`config.mk`:
```
export PLATFORM = sky130hd
export DESIGN_NAME = tsj_core
export DESIGN_NICKNAME = d
export VERILOG_FILES = /design/src/core/tsj_pkg.sv /design/src/core/tsj_core.sv
export SDC_FILE = /design/constraint.sdc
export NUM_CORES = 1
export LEC_CHECK = 0
export BUFFER_PORTS_ARGS = -buffer_cell sky130_fd_sc_hd__buf_2
export CORE_MARGIN = 2
export CORE_UTILIZATION = 60
export CTS_BUF_LIST = sky130_fd_sc_hd__clkbuf_16
export CTS_CLUSTER_DIAMETER = 120
export DETAILED_ROUTE_END_ITERATION = 8
export GPL_TIMING_DRIVEN = 0
export PLACE_DENSITY = 0.91
export SETUP_SLACK_MARGIN = 0.4
export SLEW_MARGIN = 20
export SYNTH_ARGS = -nofsm -noshare
export SYNTH_HDL_FRONTEND = slang
export SYNTH_SLANG_ARGS = --single-unit
```
`constraint.sdc`:
```
create_clock -name clk -period 6.3 [get_ports clk]
set_clock_uncertainty 0.2 [all_clocks]
set_input_delay 0.945 -clock clk [delete_from_list [all_inputs] [get_ports clk]]
set_output_delay 0.945 -clock clk [all_outputs]
set_load 0.02 [all_outputs]
```
`src/core/tsj_pkg.sv`:
```
package tsj_pkg;

  // System clock and the nominal rates that the block works against.
  localparam int unsigned CLK_HZ = 100_000_000;
  localparam int unsigned TRIB_RATE_HZ = 2_048_000;
  localparam int unsigned AGG_RATE_HZ = 8_448_000;
  localparam int unsigned TRIB_TOL_PPM = 50;
  localparam int unsigned SLOT_COUNT = 4;
  localparam int unsigned SLOT_CAPACITY_BITS = 209;

  // Alarm substitution must act within this time; the logic acts in four cycles.
  localparam int unsigned AIS_TIME_US = 600;
  localparam int unsigned AIS_MAX_CYCLES = AIS_TIME_US * (CLK_HZ / 1_000_000);

  // Frame layout: four sets of 212 bits, overhead at the head of the first set.
  localparam logic [1:0] SET_LAST = 2'h3;
  localparam logic [7:0] SET_LAST_OFF = 8'hd3;
  localparam logic [7:0] OVH_LEN = 8'h0c;
  localparam logic [7:0] CTRL_END = 8'h04;
  localparam logic [7:0] OPP_END = 8'h08;

  // Phase step of the smoothing oscillator for the nominal tributary rate.
  localparam logic [31:0] DCO_NOMINAL = 32'((64'(TRIB_RATE_HZ) << 32) / 64'(CLK_HZ));

  // Register byte offsets, control fields and reset value.
  localparam logic [3:0] REG_CTRL = 4'h0;
  localparam logic [3:0] REG_STATUS = 4'h4;
  localparam logic [3:0] REG_JUST = 4'h8;
  localparam logic [3:0] REG_SLIP = 4'hc;
  localparam int unsigned CTRL_SRC_ACT = 0;
  localparam int unsigned CTRL_SNK_ACT = 1;
  localparam logic [1:0] CTRL_RESET = 2'h0;

  // Index of each pin input in the synchroniser vector.
  localparam int unsigned PIN_AGG_CLK = 0;
  localparam int unsigned PIN_AGG_DATA = 1;
  localparam int unsigned PIN_AGG_FS = 2;
  localparam int unsigned PIN_AGG_TSF = 3;
  localparam int unsigned PIN_TRIB_CLK = 4;
  localparam int unsigned PIN_TRIB_DATA = 5;
  localparam int unsigned PIN_TIM_CLK = 6;
  localparam int unsigned PIN_TIM_FS = 7;
  localparam int unsigned PIN_COUNT = 8;

  typedef enum logic [3:0] {
    TSJ_POS_IDLE = 4'b0001,
    TSJ_POS_DATA = 4'b0010,
    TSJ_POS_CTRL = 4'b0100,
    TSJ_POS_OPP = 4'b1000
  } tsj_pos_t;

  typedef struct packed {
    logic [1:0] set;
    logic [7:0] off;
  } tsj_frame_pos_t;

  typedef struct packed {
    logic [7:0] rsvd_hi;
    logic [7:0] snk_fill;
    logic [7:0] src_fill;
    logic [4:0] rsvd_lo;
    logic src_just;
    logic snk_ones;
    logic snk_fail;
  } tsj_status_t;

  // Step the frame position; a frame start forces position zero.
  function automatic tsj_frame_pos_t tsj_advance(tsj_frame_pos_t p, logic fs);
    tsj_frame_pos_t n;
    n = p;
    if (fs) begin
      n = '0;
    end else if (p.off == SET_LAST_OFF) begin
      n.off = 8'h00;
      n.set = p.set + 2'h1;
    end else begin
      n.off = p.off + 8'h01;
    end
    return n;
  endfunction : tsj_advance

  // Bits are interleaved, so the low two offset bits name the owning slot.
  function automatic tsj_pos_t tsj_classify(tsj_frame_pos_t p, logic [1:0] slot);
    tsj_pos_t k;
    k = TSJ_POS_DATA;
    if ((p.set == 2'h0 && p.off < OVH_LEN) || p.off[1:0] != slot) begin
      k = TSJ_POS_IDLE;
    end else if (p.set != 2'h0 && p.off < CTRL_END) begin
      k = TSJ_POS_CTRL;
    end else if (p.set == SET_LAST && p.off < OPP_END) begin
      k = TSJ_POS_OPP;
    end
    return k;
  endfunction : tsj_classify

endpackage : tsj_pkg

```
`src/core/tsj_core.sv`:
```
`timescale 1ns/1ps
`default_nettype none

module tsj_core #(
  parameter int unsigned SLOT = 1,
  parameter int unsigned SRC_DEPTH = 16,
  parameter int unsigned SNK_DEPTH = 64,
  parameter int unsigned DCO_GAIN_SHIFT = 10
) (
  input wire logic clk,
  input wire logic reset_n,
  input wire logic [3:0] avs_address,
  input wire logic avs_read,
  input wire logic avs_write,
  input wire logic [31:0] avs_writedata,
  input wire logic [3:0] avs_byteenable,
  output logic [31:0] avs_readdata,
  output logic avs_waitrequest,
  input wire logic aggregate_payload_clock,
  input wire logic aggregate_payload_data,
  input wire logic aggregate_frame_start,
  input wire logic aggregate_trail_signal_fail,
  input wire logic tributary_in_clock,
  input wire logic tributary_in_data,
  input wire logic aggregate_timing_clock,
  input wire logic aggregate_timing_frame_start,
  output logic aggregate_out_data,
  output logic aggregate_out_enable,
  output logic tributary_out_data,
  output logic tributary_out_valid,
  input wire logic tributary_out_ready,
  output logic tributary_out_clock,
  output logic tributary_server_signal_fail,
  output logic all_ones_substitute_action
);

  localparam int unsigned SAW = $clog2(SRC_DEPTH);
  localparam int unsigned KAW = $clog2(SNK_DEPTH);
  localparam logic [1:0] SLOT_IDX = 2'(SLOT - 1);
  localparam logic [SAW:0] SRC_HALF = (SAW + 1)'(SRC_DEPTH / 2);
  localparam logic [SAW:0] SRC_FULL = (SAW + 1)'(SRC_DEPTH);
  localparam logic [KAW:0] SNK_HALF = (KAW + 1)'(SNK_DEPTH / 2);
  localparam logic [KAW:0] SNK_FULL = (KAW + 1)'(SNK_DEPTH);

  typedef struct packed {
    logic [tsj_pkg::PIN_COUNT-1:0] s1;
    logic [tsj_pkg::PIN_COUNT-1:0] s2;
    logic [tsj_pkg::PIN_COUNT-1:0] s3;
    logic [tsj_pkg::PIN_COUNT-1:0] filt;
    logic [1:0] ctrl;
    logic bus_ack;
    logic [31:0] rdata;
    logic [SRC_DEPTH-1:0] src_mem;
    logic [SAW:0] src_wp;
    logic [SAW:0] src_rp;
    tsj_pkg::tsj_frame_pos_t src_pos;
    logic src_just;
    logic src_data;
    logic src_drive;
    logic [15:0] just_count;
    logic [7:0] src_slips;
    logic [SNK_DEPTH-1:0] snk_mem;
    logic [KAW:0] snk_wp;
    logic [KAW:0] snk_rp;
    tsj_pkg::tsj_frame_pos_t snk_pos;
    logic [2:0] cbits;
    logic [31:0] dco;
    logic tick_pend;
    logic [1:0] buf_data;
    logic [1:0] buf_cnt;
    logic subst;
    logic fail;
    logic [7:0] snk_slips;
  } tsj_state_t;

  tsj_state_t st;
  tsj_state_t next_st;
  logic [tsj_pkg::PIN_COUNT-1:0] agree;
  logic [tsj_pkg::PIN_COUNT-1:0] filt_now;
  logic [tsj_pkg::PIN_COUNT-1:0] rise;
  logic src_edge;
  logic snk_edge;
  tsj_pkg::tsj_pos_t src_kind;
  tsj_pkg::tsj_pos_t snk_kind;
  tsj_pkg::tsj_frame_pos_t src_pos_now;
  tsj_pkg::tsj_frame_pos_t snk_pos_now;
  logic just_now;
  logic vote;
  logic subst_now;
  logic [SAW:0] src_fill;
  logic [KAW:0] snk_fill;
  logic signed [31:0] fill_err;
  logic [32:0] dco_sum;
  logic want_read;
  logic pop;
  logic [1:0] cnt_after_pop;
  tsj_pkg::tsj_status_t status;

  // The first stage is read by the second alone; a level counts once stages two and three agree.
  always_comb begin
    agree = ~(st.s2 ^ st.s3);
    filt_now = (st.filt & ~agree) | (st.s3 & agree);
    rise = filt_now & ~st.filt;
    src_edge = rise[tsj_pkg::PIN_TIM_CLK];
    snk_edge = rise[tsj_pkg::PIN_AGG_CLK];
  end

  // Frame positions and their meaning for this slot, on each side.
  always_comb begin
    src_pos_now = tsj_pkg::tsj_advance(st.src_pos, filt_now[tsj_pkg::PIN_TIM_FS]);
    snk_pos_now = tsj_pkg::tsj_advance(st.snk_pos, filt_now[tsj_pkg::PIN_AGG_FS]);
    src_kind = tsj_pkg::tsj_classify(src_pos_now, SLOT_IDX);
    snk_kind = tsj_pkg::tsj_classify(snk_pos_now, SLOT_IDX);
    src_fill = st.src_wp - st.src_rp;
    snk_fill = st.snk_wp - st.snk_rp;
    just_now = (src_pos_now == '0) ? (src_fill < SRC_HALF) : st.src_just;
    vote = (st.cbits[0] & st.cbits[1]) | (st.cbits[0] & st.cbits[2]) | (st.cbits[1] & st.cbits[2]);
    subst_now = !st.ctrl[tsj_pkg::CTRL_SNK_ACT] || filt_now[tsj_pkg::PIN_AGG_TSF];
    fill_err = $signed(32'(snk_fill)) - $signed(32'(SNK_HALF));
    dco_sum = {1'b0, st.dco} + {1'b0, tsj_pkg::DCO_NOMINAL + 32'(fill_err <<< DCO_GAIN_SHIFT)};
    want_read = dco_sum[32] || st.tick_pend;
    pop = (st.buf_cnt != 2'h0) && tributary_out_ready;
    cnt_after_pop = st.buf_cnt - 2'(pop);
  end

  // Status word; only the fail flag is withheld while the sink is inactive, and the ones flag then stands set.
  always_comb begin
    status = '0;
    status.snk_fail = st.fail;
    status.snk_ones = st.subst;
    status.src_just = st.src_just;
    status.src_fill = 8'(src_fill);
    status.snk_fill = 8'(snk_fill);
  end

  // Next state of the whole block.
  always_comb begin
    next_st = st;
    next_st.s1 = {aggregate_timing_frame_start, aggregate_timing_clock, tributary_in_data, tributary_in_clock,
                  aggregate_trail_signal_fail, aggregate_frame_start, aggregate_payload_data,
                  aggregate_payload_clock};
    next_st.s2 = st.s1;
    next_st.s3 = st.s2;
    next_st.filt = filt_now;

    // Bus slave: one wait cycle, then the answer stands for the single cycle it is taken.
    if ((avs_read || avs_write) && !st.bus_ack) begin
      next_st.bus_ack = 1'b1;
      unique case (avs_address)
        tsj_pkg::REG_CTRL: next_st.rdata = {30'h0, st.ctrl};
        tsj_pkg::REG_STATUS: next_st.rdata = status;
        tsj_pkg::REG_JUST: next_st.rdata = {16'h0, st.just_count};
        tsj_pkg::REG_SLIP: next_st.rdata = {16'h0, st.src_slips, st.snk_slips};
        default: next_st.rdata = 32'h0;
      endcase
    end else if (st.bus_ack) begin
      next_st.bus_ack = 1'b0;
      if (avs_write && avs_address == tsj_pkg::REG_CTRL && avs_byteenable[0]) begin
        next_st.ctrl = avs_writedata[1:0];
      end
    end

    // Source store write on the tributary's own clock edge; a full store drops the bit.
    if (rise[tsj_pkg::PIN_TRIB_CLK]) begin
      if (src_fill == SRC_FULL) begin
        next_st.src_slips = st.src_slips + 8'h01;
      end else begin
        next_st.src_mem[st.src_wp[SAW-1:0]] = filt_now[tsj_pkg::PIN_TRIB_DATA];
        next_st.src_wp = st.src_wp + (SAW + 1)'(1);
      end
    end

    // Source read by aggregate timing and position; justification decided at frame start.
    if (src_edge) begin
      next_st.src_pos = src_pos_now;
      next_st.src_drive = 1'b0;
      if (src_pos_now == '0) begin
        next_st.src_just = just_now;
        next_st.just_count = st.just_count + 16'(just_now);
      end
      if (st.ctrl[tsj_pkg::CTRL_SRC_ACT] && src_kind != tsj_pkg::TSJ_POS_IDLE) begin
        next_st.src_drive = 1'b1;
        if (src_kind == tsj_pkg::TSJ_POS_CTRL) begin
          next_st.src_data = just_now;
        end else if (src_kind == tsj_pkg::TSJ_POS_OPP && just_now) begin
          next_st.src_data = 1'b0;
        end else if (src_fill != '0) begin
          next_st.src_data = st.src_mem[st.src_rp[SAW-1:0]];
          next_st.src_rp = st.src_rp + (SAW + 1)'(1);
        end else begin
          next_st.src_data = 1'b1;
          next_st.src_slips = st.src_slips + 8'h01;
        end
      end
    end
    // An idle source keeps its store half full so that it starts centred.
    if (!st.ctrl[tsj_pkg::CTRL_SRC_ACT]) begin
      next_st.src_drive = 1'b0;
      next_st.src_rp = next_st.src_wp - SRC_HALF;
    end

    // Sink: collect control bits, vote at the opportunity bit, write slot data.
    if (snk_edge) begin
      next_st.snk_pos = snk_pos_now;
      if (snk_kind == tsj_pkg::TSJ_POS_CTRL) begin
        next_st.cbits = {st.cbits[1:0], filt_now[tsj_pkg::PIN_AGG_DATA]};
      end
      if (snk_kind == tsj_pkg::TSJ_POS_DATA || (snk_kind == tsj_pkg::TSJ_POS_OPP && !vote)) begin
        next_st.snk_mem[st.snk_wp[KAW-1:0]] = filt_now[tsj_pkg::PIN_AGG_DATA];
        next_st.snk_wp = st.snk_wp + (KAW + 1)'(1);
        // On overflow without an oscillator read in the same cycle, the read side jumps back to the centre: one slip, then clean data.
        if (snk_fill == SNK_FULL) begin
          next_st.snk_rp = st.snk_wp + (KAW + 1)'(1) - SNK_HALF;
          next_st.snk_slips = st.snk_slips + 8'h01;
        end
      end
    end

    // Smoothing oscillator: rate pulled by store fill, so reads are evenly spaced.
    next_st.dco = dco_sum[31:0];
    next_st.tick_pend = 1'b0;
    if (pop) begin
      next_st.buf_data = {1'b1, st.buf_data[1]};
    end
    next_st.buf_cnt = cnt_after_pop;
    if (want_read) begin
      // A stalled receiver holds the read back; the store absorbs the delay.
      if (cnt_after_pop == 2'h2) begin
        next_st.tick_pend = 1'b1;
      end else begin
        next_st.buf_cnt = cnt_after_pop + 2'h1;
        if (snk_fill != '0) begin // A full store still holds valid bits; only an empty one reads as ones.
          next_st.buf_data[cnt_after_pop[0]] = st.snk_mem[st.snk_rp[KAW-1:0]];
          next_st.snk_rp = st.snk_rp + (KAW + 1)'(1);
        end else begin
          next_st.buf_data[cnt_after_pop[0]] = 1'b1;
        end
      end
    end

    // All ones replace data, also words already buffered, while inactive or failed.
    next_st.subst = subst_now;
    next_st.fail = st.ctrl[tsj_pkg::CTRL_SNK_ACT] && filt_now[tsj_pkg::PIN_AGG_TSF];
    if (subst_now) begin
      next_st.buf_data = 2'h3;
    end
  end

  // Single state register with synchronous reset to constants.
  always_ff @(posedge clk) begin
    if (!reset_n) begin
      st <= '0;
      st.ctrl <= tsj_pkg::CTRL_RESET;
    end else begin
      st <= next_st;
    end
  end

  // Ports.
  assign avs_readdata = st.rdata;
  assign avs_waitrequest = (avs_read || avs_write) && !st.bus_ack;
  assign aggregate_out_data = st.src_data;
  assign aggregate_out_enable = st.src_drive;
  assign tributary_out_data = st.buf_data[0];
  assign tributary_out_valid = st.buf_cnt != 2'h0;
  assign tributary_out_clock = tributary_out_valid && tributary_out_ready;
  assign tributary_server_signal_fail = st.fail;
  assign all_ones_substitute_action = st.subst;
endmodule : tsj_core

`default_nettype wire

```
**Word level (Yosys, flattened, before mapping)**

Index checks and enable logic that the tools add are counted.

- Register bits after elaboration: 268
- Memories kept: 0
- ROM bits: 0
- Bits in writable memories: 0
- Latch bits: 0
- Logic and storage cells: 210

- Reductions and logical operators: 47
- Mux-type cells: 61
- Bitwise operators: 16
- Shift operators: 0
- Add/subtract/negate cells: 20
- $lt $le $gt $ge: 15
- Divide/modulo/power cells: 0
- Eq/ne operators: 21
- Multiply operators: 0

Operator list:

| cell | count |
|---|---|
| one-hot mux 23 bit (4 select lines) | 1 |
| bitwise mux 64 bit | 1 |
| two-way mux 8 bit | 8 |
| two-way mux 42 bit | 1 |
| two-way mux 5 bit | 7 |
| two-way mux 7 bit | 5 |
| adder 32 x 32 -> 33 bit | 1 |
| adder 8 x 1 -> 8 bit, second input constant | 4 |
| < comparator 8 x 4 -> 1 bit, second input constant | 4 |
| two-way mux 4 bit | 8 |
| adder 28 x 18 -> 29 bit, first input constant | 1 |
| two-way mux 10 bit | 2 |
| two-way mux 20 bit | 1 |
| logical AND 1 bit | 17 |
| adder 16 x 1 -> 16 bit | 1 |
| bitwise AND 8 bit | 2 |
| bitwise mux 16 bit | 1 |
| == test 4 bit, second input constant | 4 |
| == test 8 bit, second input constant | 2 |
| < comparator 8 x 3 -> 1 bit, second input constant | 2 |
| two-way mux 16 bit | 1 |
| NOT 8 bit | 2 |
| adder 7 x 1 -> 7 bit, second input constant | 2 |
| < comparator 6 x 7 -> 1 bit, second input constant | 2 |
| other kinds (50) | 100 |

**Longest topological paths before layout**

- Depth in word-level cells: 19
- Depth in mapped cells: 21

**Worst setup path after synthesis**

No wires, ideal clock.

- Kind: reg2reg
- Start point: register st[61] (netlist name)
- End point: register st[13] (netlist name)
- Data arrival time: 4.535 ns
- Buffers on the path: 3
- Required time: 5.971 ns
- Library setup time: 0.129 ns
- Stages on the path, launching flop included: 20
- Setup slack: 1.436 ns
- Cells stage by stage: dfxtp_1 clkbuf_1 clkbuf_1 inv_1 ha_1 nor2b_1 o31a_1 o311ai_2 ha_1 xnor2_1 ha_1 a21o_1 a21o_1 a21oi_1 o22ai_1 o41ai_2 buf_2 nor2_1 o41ai_1 a21oi_1

- Word-level cells in the longest chain between the ends: 7
- Elaborated cells on any way between the ends: 13
- Classes of those cells: add/sub (4); mux (7); reduce/logical (2)

Ends and longest elaborated chain:

| element | RTL line | source |
|---|---|---|
| start: declaration | tsj_core.sv:76 | `tsj_state_t st;` |
| start signal: assignment | tsj_core.sv:255 | `st <= next_st;` |
| subtractor 7 bit / binary-select mux 1 bit (select 6 bit) (equally long branches) | tsj_core.sv:115, tsj_core.sv:233 |  |
| subtractor 7 x 6 -> 8 bit / two-way mux 1 bit (equally long branches) | tsj_core.sv:119, tsj_core.sv:233 |  |
| adder 28 x 18 -> 29 bit / bitwise mux 2 bit (equally long branches) | tsj_core.sv:120, tsj_core.sv:233 |  |
| adder 32 x 32 -> 33 bit / two-way mux 2 bit (equally long branches) | tsj_core.sv:120, tsj_core.sv:232 |  |
| logical OR 1 bit / two-way mux 4 bit (equally long branches) | tsj_core.sv:121, tsj_core.sv:228 |  |
| two-way mux 4 bit * | tsj_core.sv:226 | `if (want_read) begin` |
| two-way mux 2 bit * | tsj_core.sv:244 | `if (subst_now) begin` |

Mark *: on every way between the ends. The rest lies on a longest branch, timed or not. The select of a mux whose other input is x is not followed.
A chain may end at the register's enable or synchronous reset.

**Final worst setup path**

- Start point: register st[61] (netlist name)
- End point: register st[66] (netlist name)

- Word-level cells in the longest chain between the ends: 8
- Elaborated cells on any way between the ends: 14
- Classes of those cells: add/sub (5); eq/ne (1); mux (6); reduce/logical (2)

Ends and longest elaborated chain:

| element | RTL line |
|---|---|
| branches (longest 7 deep; another with adder 32 x 32 -> 33 bit) | -- |
| two-way mux 7 bit * | tsj_core.sv:226 |

Every way passes the cells marked *.

==> run_results.csv <==
group,metric,value,unit
grt,grt_max_degree,14,
critical_path,rr_startpoint,"st[61]$_SDFF_PN0_",
timing,rsz0062_at_grt,"no",
die,dieWidth,154,um
synth,synthCells,1543,
hold_path,hold_path_class,"reg2reg",
run_status,status,"finished, final reports clean",
timing,min_period,5.61,ns
timing,setup_violations,0,
clock_network,cts_root_buffer,"clkbuf_16",
timing,fin_ws,0.687,ns
cells_and_area,fin_area,0.0150,mm^2
clock_network,cts.repair_timing.setup_buffer_count,0,
cells_and_area,finish.net_count,1727,
synth,syn_area,0.0135,mm^2
timing,slew_headroom,27.2,%
clock_network,clk_latency,0.56,ns
critical_path,rrSetupSlack,0.69,ns
die,core,0.0220,mm^2
route,via_count,12100,
critical_path,arrival,5.81,ns
grt,grt_usage,28.6,%
critical_path,startpoint_type,"flop",
timing,min_period_over_period,89.1,%
synth,yosys_most_used_dff,"dfxtp_1",
synth,synth.ff_latch_count,258,
clock_network,cts_buffers,26,
power_and_ir_drop,power_density,254,mW/mm^2
placement,hpwl,24700,um
timing,fin_tns_setup,0,ns
placement,numPortBuffers,49,
hold_path,hold_depth,1,
route,route.final.wire_length,35000,um
grt,antenna_found_initial,0,
clock_network,clockBufferDepth,3,
route,drtIter0Drc,1330,
placement,placed_area,0.0141,mm^2
placement,gp_congestion,0.914,
die,start_util,61.5,%
timing,maxSlewViolCount,0,
die,row_count,54,
critical_path,crit_type,"reg2reg",
clock_network,clkTransAtPathRegs,0.06,ns
critical_path,reg2reg_depth,19,
synth,yosysWarningCount,0,
synth,ys_types,96,
cells_and_area,syn2layout_area_growth,10.9,%
route,drtAntennaViolNets,0,
cells_and_area,antenna_cells,0,
synth,synth_edf_count,0,
cells_and_area,drive_gt1_share,12.3,%
die,fp.dieArea,0.0237,mm^2
critical_path,required,6.50,ns
die,ios,93,
hold_path,hold_start,"next_st[258]$_SDFF_PN0_",
grt,grt_overflow_total,0,
critical_path,critPathCapture,"st[66]$_SDFF_PN0_",
critical_path,end_kind,"flop",
clock_network,cts_max_level,1,
power_and_ir_drop,leakage,5.99,nW
grt,grt_pass1_wl,56200,um
synth,avgSynthCellArea,8.75,um^2
route,drt_pass1_iterations,6,
synth,async_flop_share,0,%
power_and_ir_drop,peakVddDrop,0.210,mV
clock_network,cts_tree,"built",
timing,timing.fmax,178,MHz
synth,seq_area_frac_synth,38.3,%
route,wl_per_cell,18.2,um
timing,worstMarginPinSlew,1.08,ns
route,vias_per_cell,6.30,
timing,finalHoldViolCount,0,
clock_network,cts-hold-fix-buffers,0,
critical_path,setup.worst_path.start,"st[61]$_SDFF_PN0_",
die,die_y,154,um
critical_path,reg2reg_to,"st[66]$_SDFF_PN0_",
run,drv_cap,0,
placement,dp_slack,0.181,ns
clock_network,cts_sinks,258,
critical_path,path_max_fanout,10,
grt,grt_pass1_vias,11600,
route,drc,0,
## flip-flops by register name, summed over array words and instances, names as in the netlist
signal and count:
st 214, avs_readdata 23, next_st 16, aggregate_out_data 1, aggregate_out_enable 1, all_ones_substitute_action 1
tributary_out_data 1, tributary_server_signal_fail 1
## synth_stat cells (18+ instances only)
| master | number | area, um^2 |
|---|---|---|
| dfxtp_1 | 258 | 5160 |
| nor2_1 | 183 | 687 |
| nand2_1 | 140 | 526 |
| a21oi_1 | 96 | 480 |
| mux2i_1 | 68 | 681 |
| clkbuf_1 | 67 | 251 |
| nand3_1 | 57 | 285 |
| and2_1 | 42 | 263 |
| ha_1 | 42 | 526 |
| xor2_1 | 41 | 359 |
| inv_1 | 38 | 143 |
| o21ai_0 | 35 | 175 |
| buf_4 | 33 | 248 |
| xnor2_1 | 32 | 280 |
| nor3_1 | 29 | 145 |
| nand4_1 | 27 | 169 |
| o211ai_1 | 27 | 203 |
| mux4_2 | 26 | 586 |
| o31ai_1 | 25 | 188 |
| and3_1 | 23 | 144 |
| a22oi_1 | 21 | 158 |
| or3_1 | 18 | 113 |
## stage by stage
step	instances	power, W	util, %	hold slack (ns)
final	1927	0.00380	68.2	0.234
after global routing	1927	0.00393	68.2	0.247
after CTS	1927	0.00379	68.1	0.238
after detailed placement	1882	0.00229	64.4	0.224
after global placement	1882	0.00227	64.4	0.215
after floorplan	1553	0.00218	-	0.212
## final cells by class
cell class	count	area, um^2
plain buffers	118	616
clock buffers	26	651
clock inverters	19	168
fillers	1614	6980
inverters	43	165
multi-input cells	1134	7620
flip-flops and latches	258	5160
well taps	280	350
repair buffers	49	245
## worst max-delay path: stages (launching register included)
cell,delay [ns]
dfxtp_1,0.38
clkbuf_2,0.35
clkbuf_2,0.40
inv_1,0.12
ha_1,0.31
nor2b_1,0.15
o31a_1,0.30
o311ai_4,0.42
ha_1,0.33
xnor2_1,0.14
ha_1,0.25
a21o_1,0.17
a21o_1,0.17
a21oi_1,0.19
o22ai_1,0.21
o41ai_2,0.59
buf_2,0.33
nand2_1,0.18
o311ai_1,0.15
a21oi_1,0.10
## metal layers
layer	vias up	part of all wire [%]	global-route usage, %
met5	-	0	0
met4	0	5.0	15.4
met3	171	9.3	5.44
met2	641	47	48.4
met1	5701	38	34.6
li1	5630	-	-
## placed cells by master (no fill, tap or decap), types with 25 or more instances in the layout
cell,instances
o31ai_1,25
inv_1,43
and2_1,42
o211ai_1,27
nand4_1,27
buf_4,33
a21oi_1,95
clkbuf_1,64
nand2_1,140
o21ai_0,35
nor2_1,183
buf_2,60
clkbuf_16,26
xnor2_1,32
nor3_1,29
mux2i_1,68
ha_1,42
mux4_2,26
dfxtp_1,258
nand3_1,57
xor2_1,41
## where the power goes
part           switching (W)  internal [W]
Sequential         0.0000532       0.00170
Clock               0.000657      0.000867
Combinational       0.000306      0.000216
## timing repair
action	CTS	global route
gates cloned	0	0
setup endpoints to repair	9	8
resized for setup	2	6
hold endpoints to repair	0	0
## kinds of logic after synthesis
logic type,share of synthesized area (%)
simple gates,21.6
compound gates,15.3
flops,38.3
buf+inv,5.73
mux,9.63
xor+xnor,4.73
fa+ha+maj,4.64
other cells,0.0556
## worst min path at each step
stage,end,slack (ns)
6_report,next_st[250]$_SDFF_PN0_,0.23
5_1_grt,next_st[249]$_SDFF_PN0_,0.25
3_3_place_gp,next_st[248]$_SDFF_PN0_,0.21
3_5_place_dp,next_st[248]$_SDFF_PN0_,0.22
2_1_floorplan,next_st[244]$_SDFF_PN0_,0.21
4_1_cts,next_st[248]$_SDFF_PN0_,0.24
No activity file was read; power rests on OpenSTA's default activity.
